`src/logic/clock_gen_pkg.sv`:
```
// package for the main clock generation block: register map, fields, options, timing
// assumes a 250 MHz system clock and a classic wishbone register bus
package clock_gen_pkg;

  // ===========================================================
  // clock and timing
  localparam int CLK_MHZ        = 250;
  localparam int T_STARTUP_NS   = 10000;
  localparam int T_LOCK_NS      = 20000;
  localparam int STARTUP_CYC    = (T_STARTUP_NS * CLK_MHZ + 999) / 1000;
  localparam int LOCK_CYC       = (T_LOCK_NS * CLK_MHZ + 999) / 1000;
  localparam int PLL_FACTOR_LO  = 4;
  localparam int PLL_FACTOR_HI  = 8;
  localparam int SLOW_DIV       = 32;

  // ===========================================================
  // register byte offsets
  localparam logic [4:0] OFS_MAIN_CLOCK_CONTROL = 5'h00;
  localparam logic [4:0] OFS_RC_OSCILLATOR_TRIM = 5'h04;
  localparam logic [4:0] OFS_CLOCK_STATUS       = 5'h08;
  localparam logic [4:0] OFS_IRQ_STATUS         = 5'h0C;
  localparam logic [4:0] OFS_IRQ_MASK           = 5'h10;

  // ===========================================================
  // reset values and field positions
  localparam logic [7:0] RST_MAIN_CLOCK_CONTROL = 8'h00;
  localparam logic [7:0] RST_RC_OSCILLATOR_TRIM = 8'hFF;
  localparam logic [1:0] RST_IRQ                = 2'h0;
  localparam int         BIT_SLOW_MODE_SELECT   = 0;
  localparam int         BIT_CLOCK_OUTPUT_EN    = 1;
  localparam int         BIT_STAT_LOCKED        = 0;
  localparam int         BIT_STAT_RUNNING       = 1;
  localparam int         BIT_EV_LOCKED          = 0;
  localparam int         BIT_EV_RESTART         = 1;

  // ===========================================================
  // clock source option codes
  localparam logic [2:0] SRC_EXT   = 3'h0;
  localparam logic [2:0] SRC_XTAL0 = 3'h1;
  localparam logic [2:0] SRC_XTAL3 = 3'h4;
  localparam logic [2:0] SRC_RC    = 3'h5;

  typedef struct packed {
    logic       multi_osc_used;
    logic       pll_en;
    logic       pll_x8;
    logic [2:0] source;
  } opt_t;

  typedef struct packed {
    logic [5:0] reserved;
    logic       clock_output_enable;
    logic       slow_mode_select;
  } ctrl_t;

  typedef enum logic [1:0] {PLL_OFF, PLL_START, PLL_RUN} pll_state_t;

endpackage

```
`src/logic/main_clock_generation_control.sv`:
```
// main clock generation: source select, x4/x8 multiplier, slow mode divider, trim, clock out
// assumes oscillator clocks arrive as levels far slower than clk_sys; options are static straps
`timescale 1ns/1ps

// Overview of operation
// - enabled multiplier turns 1 MHz RC or external clock into x4 or x8
// - multiplier enable and factor come from two option bits, not registers
// - multiplier off and RC chosen: oscillator clock is the RC clock
// - multiplier off and RC not chosen: oscillator clock is the crystal clock for crystal sources, else external clock
// - multiplier output held off for a startup delay after reset or wake
// - read-only lock flag rises when multiplier output is at frequency
// - control bit 1 drives the clock pin; zero frees the pin
// - control bit 0 selects cpu clock undivided or divided by 32
// - control register resets to zero
// - eight-bit trim register is read/write and resets to all ones
// - trim sets frequency monotonically, 00h fastest, FFh slowest
// - clock source chosen by option: external, four crystal ranges, or RC
// - crystal oscillators keep running during reset
// - without the multi-oscillator the external clock comes from the default pin
module main_clock_generation_control
  import clock_gen_pkg::*;
#(
  parameter int STARTUP_CYCLES = STARTUP_CYC,
  parameter int LOCK_CYCLES    = LOCK_CYC,
  parameter int PER_W          = 10
) (
  input  wire logic       clk_sys,
  input  wire logic       arst_n,
  input  wire logic       cyc_i,
  input  wire logic       stb_i,
  input  wire logic       we_i,
  input  wire logic [4:0] adr_i,
  input  wire logic [3:0] sel_i,
  input  wire logic [31:0] dat_i,
  output logic      [31:0] dat_o,
  output logic            ack_o,
  output logic            irq,
  input  wire logic [5:0] option_bits,
  input  wire logic       halt_active,
  input  wire logic       oscillator_input_pin,
  input  wire logic       default_ext_clock_pin,
  input  wire logic       rc_clock_in,
  input  wire logic       xtal_clock_in,
  output logic      [7:0] trim_value,
  output logic      [3:0] xtal_range_enable,
  output logic            rc_osc_enable,
  output logic            internal_osc_clock,
  output logic            cpu_clock,
  output logic            clock_out_pin_o,
  output logic            clock_out_pin_oe
);

  // ===========================================================
  // reset and input synchronisers
  logic       rst_q1;
  logic       rst_n;
  logic [9:0] async_s1;
  logic [9:0] async_s2;

  always_ff @(posedge clk_sys or negedge arst_n) begin
    if (!arst_n) begin
      rst_q1 <= 1'b0;
      rst_n  <= 1'b0;
    end else begin
      rst_q1 <= 1'b1;
      rst_n  <= rst_q1;
    end
  end

  // no reset here so crystal enables hold through reset
  always_ff @(posedge clk_sys) begin
    async_s1 <= {option_bits, oscillator_input_pin, default_ext_clock_pin,
                 rc_clock_in, xtal_clock_in};
    async_s2 <= async_s1;
  end

  wire opt_t opt_live   = opt_t'(async_s2[9:4]);
  wire logic osc_pin_s  = async_s2[3];
  wire logic dflt_pin_s = async_s2[2];
  wire logic rc_s       = async_s2[1];
  wire logic xtal_s     = async_s2[0];

  // ===========================================================
  // option capture after reset release
  opt_t opt;
  logic opt_loaded;

  always_ff @(posedge clk_sys or negedge rst_n) begin
    if (!rst_n) begin
      opt        <= '0;
      opt_loaded <= 1'b0;
    end else if (!opt_loaded) begin
      opt        <= opt_live;
      opt_loaded <= 1'b1;
    end
  end

  wire logic src_is_rc   = (opt.source == SRC_RC);
  wire logic src_is_xtal = (opt.source >= SRC_XTAL0) && (opt.source <= SRC_XTAL3);
  wire logic ext_clk     = opt.multi_osc_used ? osc_pin_s : dflt_pin_s;
  wire logic pll_ref     = src_is_rc ? rc_s : ext_clk;

  // live option decode keeps crystals running in reset
  genvar gi;
  generate
    for (gi = 0; gi < 4; gi++) begin : g_xtal
      assign xtal_range_enable[gi] = (opt_live.source == SRC_XTAL0 + 3'(gi));
    end
  endgenerate
  assign rc_osc_enable = (opt.source == SRC_RC);

  // ===========================================================
  // multiplier model
  pll_state_t       pll_state;
  logic [15:0]      seq_cnt;
  logic             locked;
  logic             ref_q;
  logic [PER_W-1:0] per_cnt;
  logic [PER_W-1:0] period;
  logic [PER_W-1:0] ph_cnt;
  logic             pll_clk;

  wire logic             ref_rise  = pll_ref & ~ref_q;
  wire logic [PER_W-1:0] half_per  = opt.pll_x8 ? (period >> 4) : (period >> 3);
  wire logic             start_end = (seq_cnt == 16'(STARTUP_CYCLES - 1));
  wire logic             lock_end  = (seq_cnt == 16'(LOCK_CYCLES - 1));
  wire logic             pll_want  = opt_loaded & opt.pll_en & ~halt_active;

  always_ff @(posedge clk_sys or negedge rst_n) begin
    if (!rst_n) begin
      pll_state <= PLL_OFF;
      seq_cnt   <= '0;
      locked    <= 1'b0;
    end else if (!pll_want) begin
      pll_state <= PLL_OFF;
      seq_cnt   <= '0;
      locked    <= 1'b0;
    end else begin
      unique case (pll_state)
        PLL_OFF: begin
          pll_state <= PLL_START;
          seq_cnt   <= '0;
        end
        PLL_START: begin
          seq_cnt <= start_end ? '0 : seq_cnt + 16'h0001;
          if (start_end) begin
            pll_state <= PLL_RUN;
          end
        end
        PLL_RUN: begin
          if (!locked) begin
            seq_cnt <= seq_cnt + 16'h0001;
            locked <= lock_end;
          end
        end
      endcase
    end
  end

  always_ff @(posedge clk_sys or negedge rst_n) begin
    if (!rst_n) begin
      ref_q   <= 1'b0;
      per_cnt <= '0;
      period  <= '0;
      ph_cnt  <= '0;
      pll_clk <= 1'b0;
    end else begin
      ref_q   <= pll_ref;
      per_cnt <= ref_rise ? PER_W'(1) : per_cnt + PER_W'(1);
      if (ref_rise) begin
        period <= per_cnt;
      end
      if (pll_state != PLL_RUN) begin
        ph_cnt  <= '0;
        pll_clk <= 1'b0;
      end else if (ph_cnt + PER_W'(1) >= half_per) begin
        ph_cnt  <= '0;
        pll_clk <= ~pll_clk;
      end else begin
        ph_cnt <= ph_cnt + PER_W'(1);
      end
    end
  end

  // ===========================================================
  // oscillator clock select and slow mode divider
  logic       osc_q;
  logic [4:0] div_cnt;
  logic       slow_active;
  ctrl_t      ctrl;

  wire logic osc_direct = src_is_rc ? rc_s : (src_is_xtal ? xtal_s : ext_clk);
  wire logic osc_sel    = opt.pll_en ? pll_clk : osc_direct;
  wire logic osc_rise   = osc_sel & ~osc_q;
  wire logic div_align  = osc_rise && (div_cnt == 5'h0F);

  always_ff @(posedge clk_sys or negedge rst_n) begin
    if (!rst_n) begin
      osc_q       <= 1'b0;
      div_cnt     <= '0;
      slow_active <= 1'b0;
      cpu_clock   <= 1'b0;
    end else begin
      osc_q <= osc_sel;
      if (osc_rise) begin
        div_cnt <= div_cnt + 5'h01;
      end
      // both clocks rise together here, so no short phase
      if (div_align) begin
        slow_active <= ctrl.slow_mode_select;
      end
      cpu_clock <= slow_active ? div_cnt[4] : osc_q;
    end
  end

  assign internal_osc_clock = osc_q;

  // ===========================================================
  // clock output pin
  always_ff @(posedge clk_sys or negedge rst_n) begin
    if (!rst_n) begin
      clock_out_pin_o  <= 1'b0;
      clock_out_pin_oe <= 1'b0;
    end else begin
      clock_out_pin_o  <= cpu_clock;
      clock_out_pin_oe <= ctrl.clock_output_enable;
    end
  end

  // ===========================================================
  // wishbone slave and registers
  logic [7:0] trim;
  logic [1:0] irq_status;
  logic [1:0] irq_mask;
  logic       locked_q;
  logic       running_q;

  wire logic req      = cyc_i & stb_i & ~ack_o;
  wire logic wr_lane0 = req & we_i & sel_i[0];
  wire logic wr_ctrl  = wr_lane0 && (adr_i == OFS_MAIN_CLOCK_CONTROL);
  wire logic wr_trim  = wr_lane0 && (adr_i == OFS_RC_OSCILLATOR_TRIM);
  wire logic wr_istat = wr_lane0 && (adr_i == OFS_IRQ_STATUS);
  wire logic wr_imask = wr_lane0 && (adr_i == OFS_IRQ_MASK);
  wire logic running  = (pll_state == PLL_RUN);
  wire logic [1:0] ev = {running_q & ~running, locked & ~locked_q};
  wire logic [7:0] stat_rd = {6'h00, running, locked};

  logic [7:0] rd_mux;
  assign rd_mux = (adr_i == OFS_MAIN_CLOCK_CONTROL) ? ctrl :
                  (adr_i == OFS_RC_OSCILLATOR_TRIM) ? trim :
                  (adr_i == OFS_CLOCK_STATUS)       ? stat_rd :
                  (adr_i == OFS_IRQ_STATUS)         ? {6'h00, irq_status} :
                  (adr_i == OFS_IRQ_MASK)           ? {6'h00, irq_mask} : 8'h00;

  always_ff @(posedge clk_sys or negedge rst_n) begin
    if (!rst_n) begin
      ack_o      <= 1'b0;
      dat_o      <= '0;
      ctrl       <= ctrl_t'(RST_MAIN_CLOCK_CONTROL);
      trim       <= RST_RC_OSCILLATOR_TRIM;
      irq_status <= RST_IRQ;
      irq_mask   <= RST_IRQ;
      locked_q   <= 1'b0;
      running_q  <= 1'b0;
    end else begin
      ack_o     <= req;
      dat_o     <= req ? {24'h000000, rd_mux} : 32'h00000000;
      locked_q  <= locked;
      running_q <= running;
      if (wr_ctrl) begin
        ctrl <= ctrl_t'({6'h00, dat_i[1:0]});
      end
      if (wr_trim) begin
        trim <= dat_i[7:0];
      end
      if (wr_imask) begin
        irq_mask <= dat_i[1:0];
      end
      // set wins over write-one clear
      irq_status <= (irq_status & ~(wr_istat ? dat_i[1:0] : 2'h0)) | ev;
    end
  end

  assign trim_value = trim;
  assign irq        = |(irq_status & irq_mask);

  // ===========================================================
  // assertions
  property p_hold_off;
    @(posedge clk_sys) disable iff (!rst_n)
      (pll_state != PLL_RUN) |=> !pll_clk;
  endproperty
  a_hold_off: assert property (p_hold_off) else $error("pll clock during startup");

  property p_start_len;
    @(posedge clk_sys) disable iff (!rst_n)
      (pll_state == PLL_START && start_end && pll_want) |=> (pll_state == PLL_RUN);
  endproperty
  a_start_len: assert property (p_start_len) else $error("startup not ended on time");

  property p_lock_run;
    @(posedge clk_sys) disable iff (!rst_n)
      $rose(locked) |-> $past(pll_state == PLL_RUN) && $past(lock_end);
  endproperty
  a_lock_run: assert property (p_lock_run) else $error("lock without run time");

  property p_opt_stable;
    @(posedge clk_sys) disable iff (!rst_n)
      opt_loaded |=> $stable(opt);
  endproperty
  a_opt_stable: assert property (p_opt_stable) else $error("options changed at run");

  property p_rc_direct;
    @(posedge clk_sys) disable iff (!rst_n)
      (opt_loaded && !opt.pll_en && src_is_rc) |=> (internal_osc_clock == $past(rc_s));
  endproperty
  a_rc_direct: assert property (p_rc_direct) else $error("rc clock not direct");

  property p_ext_direct;
    @(posedge clk_sys) disable iff (!rst_n)
      (opt_loaded && !opt.pll_en && opt.source == SRC_EXT)
        |=> (internal_osc_clock == $past(ext_clk));
  endproperty
  a_ext_direct: assert property (p_ext_direct) else $error("external clock not direct");

  property p_clk_out;
    @(posedge clk_sys) disable iff (!rst_n)
      wr_ctrl |=> ##1 (clock_out_pin_oe == $past(dat_i[1], 2));
  endproperty
  a_clk_out: assert property (p_clk_out) else $error("clock out enable wrong");

  property p_slow_high;
    @(posedge clk_sys) disable iff (!rst_n)
      (slow_active && $rose(cpu_clock) && $past(slow_active)) |-> cpu_clock [*8];
  endproperty
  a_slow_high: assert property (p_slow_high) else $error("slow clock phase short");

  property p_ctrl_reset;
    @(posedge clk_sys) $rose(rst_n) |-> (ctrl == 8'h00) && (trim == 8'hFF);
  endproperty
  a_ctrl_reset: assert property (p_ctrl_reset) else $error("reset values wrong");

  property p_ack;
    @(posedge clk_sys) disable iff (!rst_n)
      (cyc_i && stb_i && !ack_o) |=> ack_o ##1 !ack_o;
  endproperty
  a_ack: assert property (p_ack) else $error("bus ack timing wrong");

  property p_fast_follow;
    @(posedge clk_sys) disable iff (!rst_n)
      !slow_active |=> (cpu_clock == $past(internal_osc_clock));
  endproperty
  a_fast_follow: assert property (p_fast_follow) else $error("fast cpu clock wrong");

  property p_pin_copy;
    @(posedge clk_sys) disable iff (!rst_n)
      clock_out_pin_oe |=> (clock_out_pin_o == $past(cpu_clock));
  endproperty
  a_pin_copy: assert property (p_pin_copy) else $error("clock pin not cpu clock");

  property p_trim_write;
    @(posedge clk_sys) disable iff (!rst_n)
      wr_trim |=> (trim_value == $past(dat_i[7:0]));
  endproperty
  a_trim_write: assert property (p_trim_write) else $error("trim write lost");

  property p_set_wins;
    @(posedge clk_sys) disable iff (!rst_n)
      ev[BIT_EV_LOCKED] |=> irq_status[BIT_EV_LOCKED];
  endproperty
  a_set_wins: assert property (p_set_wins) else $error("lock event lost");

  c_lock:    cover property (@(posedge clk_sys) disable iff (!rst_n) $rose(locked));
  c_slow:    cover property (@(posedge clk_sys) disable iff (!rst_n) $rose(slow_active));
  c_restart: cover property (@(posedge clk_sys) disable iff (!rst_n) ev[BIT_EV_RESTART]);
  c_irq:     cover property (@(posedge clk_sys) disable iff (!rst_n) $rose(irq));

endmodule
```
`config.mk`:
```
export PLATFORM = sky130hd
export DESIGN_NAME = main_clock_generation_control
export DESIGN_NICKNAME = d
export VERILOG_FILES = /design/src/logic/clock_gen_pkg.sv /design/src/logic/main_clock_generation_control.sv
export SDC_FILE = /design/constraint.sdc
export NUM_CORES = 1
export LEC_CHECK = 0
export BUFFER_PORTS_ARGS = -buffer_cell sky130_fd_sc_hd__buf_4
export CORE_AREA = 2 2 115 117
export CTS_BUF_LIST = sky130_fd_sc_hd__clkbuf_4 sky130_fd_sc_hd__clkbuf_8 sky130_fd_sc_hd__clkbuf_16
export DETAILED_ROUTE_END_ITERATION = 16
export DIE_AREA = 0 0 117 119
export PLACE_DENSITY_LB_ADDON = 0.3
export SYNTH_ARGS = -nofsm -noshare
export SYNTH_HDL_FRONTEND = slang
export SYNTH_SLANG_ARGS = --single-unit
```
`constraint.sdc`:
```
create_clock -name clk_sys -period 8.6 [get_ports clk_sys]
set_input_delay 0.43 -clock clk_sys [delete_from_list [all_inputs] [get_ports clk_sys]]
set_output_delay 0.43 -clock clk_sys [all_outputs]
set_load 0.05 [all_outputs]
```
==> flow_summary.ini <==
[yosys]
async_flop_share = 0.8214
synth_top_flop_cell = dfrtp_1
netlist_area_um2 = 4964
ys_warn_count = 0
avgSynthCellArea_um2 = 11.79
ys_seq_elements = 112
ys_seq_area_frac = 0.5465
synth_edf_count = 0
synth_cells = 421
synthDistinctLibCells = 57

[sta]
finClkSkew_ns = 0.01115
worst_pin_slew_ns = 0.9952
rsz0062_at_grt = no
slew_viol_final = 0
fin_crit_sh = 0.3005
fin_crit_ns = 2.585
finalHoldViolCount = 0
setup_tns_ns = 0
relSlewSlack = 0.3366
hold_ws_ns = 0.1379
setup_viol = 0
timing.fmax_ghz = 0.3869

[cells_and_area]
area_delta_synth_final_pct = 16.74
layout_common_cells = dfrtp_1 (83), buf_4 (57), nor2_1 (32)
diodes = 0
layout.nets = 559
final_util = 0.4500
fill_cells = 1235
drive_gt1_frac = 0.2622
final_common_cell = dfrtp_1

[place]
port_buffers = 56
dp_hpwl_mm = 6.003
place_congestion = 0.8175

[worst_setup_path]
worst_setup_path_start_kind = flip-flop
critPathMaxFanout = 8
crit_arrival_ns = 2.82
critical_path.most_common_cell = ha_1
max_stage_delay_ns = 0.42
crit_required_ns = 8.84
rr_startpoint = ph_cnt[0]
crit_path_top_delay_cell = dfrtp_1
r2r-end = pll_clk
ff2ff_setup_slack_ns = 6.02
endpoint = pll_clk
path_cells = ha_1 -> and3_1 -> nand3_1 -> xnor2_1 -> ha_1 -> a211o_1 -> a221oi_2 -> o21ai_2 -> mux2_4
critPathLaunch = ph_cnt[0]
cp-end-kind = flip-flop
reg2regPathDepth = 9
path_class = flip-flop to flip-flop

[global_route]
grt_usage = 0.1311
grt_pass1_wl_mm = 14.41
grt_antenna_before_repair = 0
overflow = 0
grt_pass1_vias = 3177
grt_max_degree = 81

[clock_tree]
cts_setup_buffers = 0
clockBufferDepth = 2
path_clk_slew_ns = 0.07
cts_hold_buf = 1
cts_buffers = 9
cts_sinks = 112
htreeDepth = 3
cts_tree = yes
ctsRootBufferMaster = clkbuf_16
insertion_delay_ns = 0.35
cts_resized = 0

[detailed_routing]
vias_per_cell = 4.711
drt-total-wl_mm = 8.329
wl_per_cell_um = 12.47
antenna_left = 0
vias = 3147
drt_iter0_markers = 142
first_pass_iters = 6
route.detailed.drc = 0

[run_status]
outcome = completed

[floorplanning]
core_area_um2 = 12870
rows = 42
initial_core_util = 0.3855
dieArea_um2 = 13920
die_y_um = 119
fp.dieW_um = 117
io_pins = 108

[min_path]
hp-class = flip-flop to asynchronous set/reset pin

[flow_run]
maxCapViolations = 0

[power_and_ir_drop]
p_per_area_nw_per_um2 = 196.9
p_leak_nw = 2.702
irDropWorstVdd_v = 0.0001326
-- cells in the mapped netlist, drive strengths merged, types with 12 or more instances --
library cell   n  area [µm²]
nand2         22       82.58
and2          12       77.58
xor2          18       157.7
dfxtp         20       400.4
o21ai         14       73.82
mux2          31       356.6
buf           29       212.7
nand3         22       110.1
ha            15       187.7
dfrtp         84        2102
nor2          34       132.6
-- power by group --
part / total, mW / switching [mW] / internal [mW]
registers: 0.597 / 0.0317 / 0.565
clock network: 0.395 / 0.177 / 0.218
logic: 0.149 / 0.0889 / 0.0599
total: 1.14 / 0.298 / 0.843
-- state kept, by name, indices dropped and copies added, names as in the netlist, 6 cells and up --
register,count
async_s1,10
per_cnt,10
async_s2,10
dat_o,8
ph_cnt,10
period,7
seq_cnt,16
opt,6
trim_value,8
-- critical path, delay by kind of cell, from the launching register on --
| family | cells | cell delay (ns) |
|---|---|---|
| DFF | 1 | 0.42 |
| xor gates and xnor gates | 1 | 0.20 |
| muxes | 1 | 0.32 |
| adders and majority gates | 2 | 0.48 |
| and+or+nand+nor | 2 | 0.37 |
| AOI/OAI and AO/OA | 3 | 0.68 |
-- worst min-delay path by stage --
stage | from | endpoint | depth (start not counted)
final | rst_n | seq_cnt[3] | 0
after global routing | rst_n | seq_cnt[3] | 0
after CTS | rst_n | seq_cnt[3] | 0
after detailed placement | rst_n | seq_cnt[3] | 0
after global placement | rst_n | seq_cnt[3] | 0
after floorplan | arst_n | rst_n | 0
-- layer usage --
metal | track usage | wire length, µm | vias to the layer above
met3 | 0.03969 | 400 | 14
li1 | - | - | 1541
met1 | 0.1668 | 3831 | 1517
met4 | 0.06029 | 171 | 0
met2 | 0.2041 | 3925 | 75
met5 | 0 | 0 | -
-- per-stage QoR --
step	instances	setup WS (ns)	area, µm²	power, mW
after floorplan	448	5.862	5065	0.7244
after global routing	668	5.768	5794	1.200
after detailed placement	651	6.010	5500	0.7579
final	668	6.015	5794	1.141
after CTS	668	5.985	5794	1.160
after global placement	651	6.056	5500	0.7518
-- logic make-up (layout without fill, tap and decap cells) --
family | after synthesis | count (layout) | synth area share
buffers and inverters | 40 | 84 | 0.05117
AND/OR/NAND/NOR | 148 | 148 | 0.1661
flip-flops | 112 | 112 | 0.5465
AO/OA/AOI/OAI | 39 | 39 | 0.06252
other | 2 | 29 | 0.001513
adder cells (fa/ha/maj) | 15 | 15 | 0.03781
XOR/XNOR | 24 | 24 | 0.04235
multiplexers | 41 | 41 | 0.09201
-- area by class of cell --
type                            count  area [µm²]  share of cell area
Tap cell                          176       220.2             0.03800
Multi-Input combinational cell    296        2098              0.3621
Clock inverter                      3       16.27            0.002807
Sequential cell                   112        2716              0.4688
Timing Repair Buffer               58       437.9             0.07558
Inverter                           10       37.54            0.006478
Clock buffer                       13       267.8             0.04621
Power figures use the tool's default switching activity.
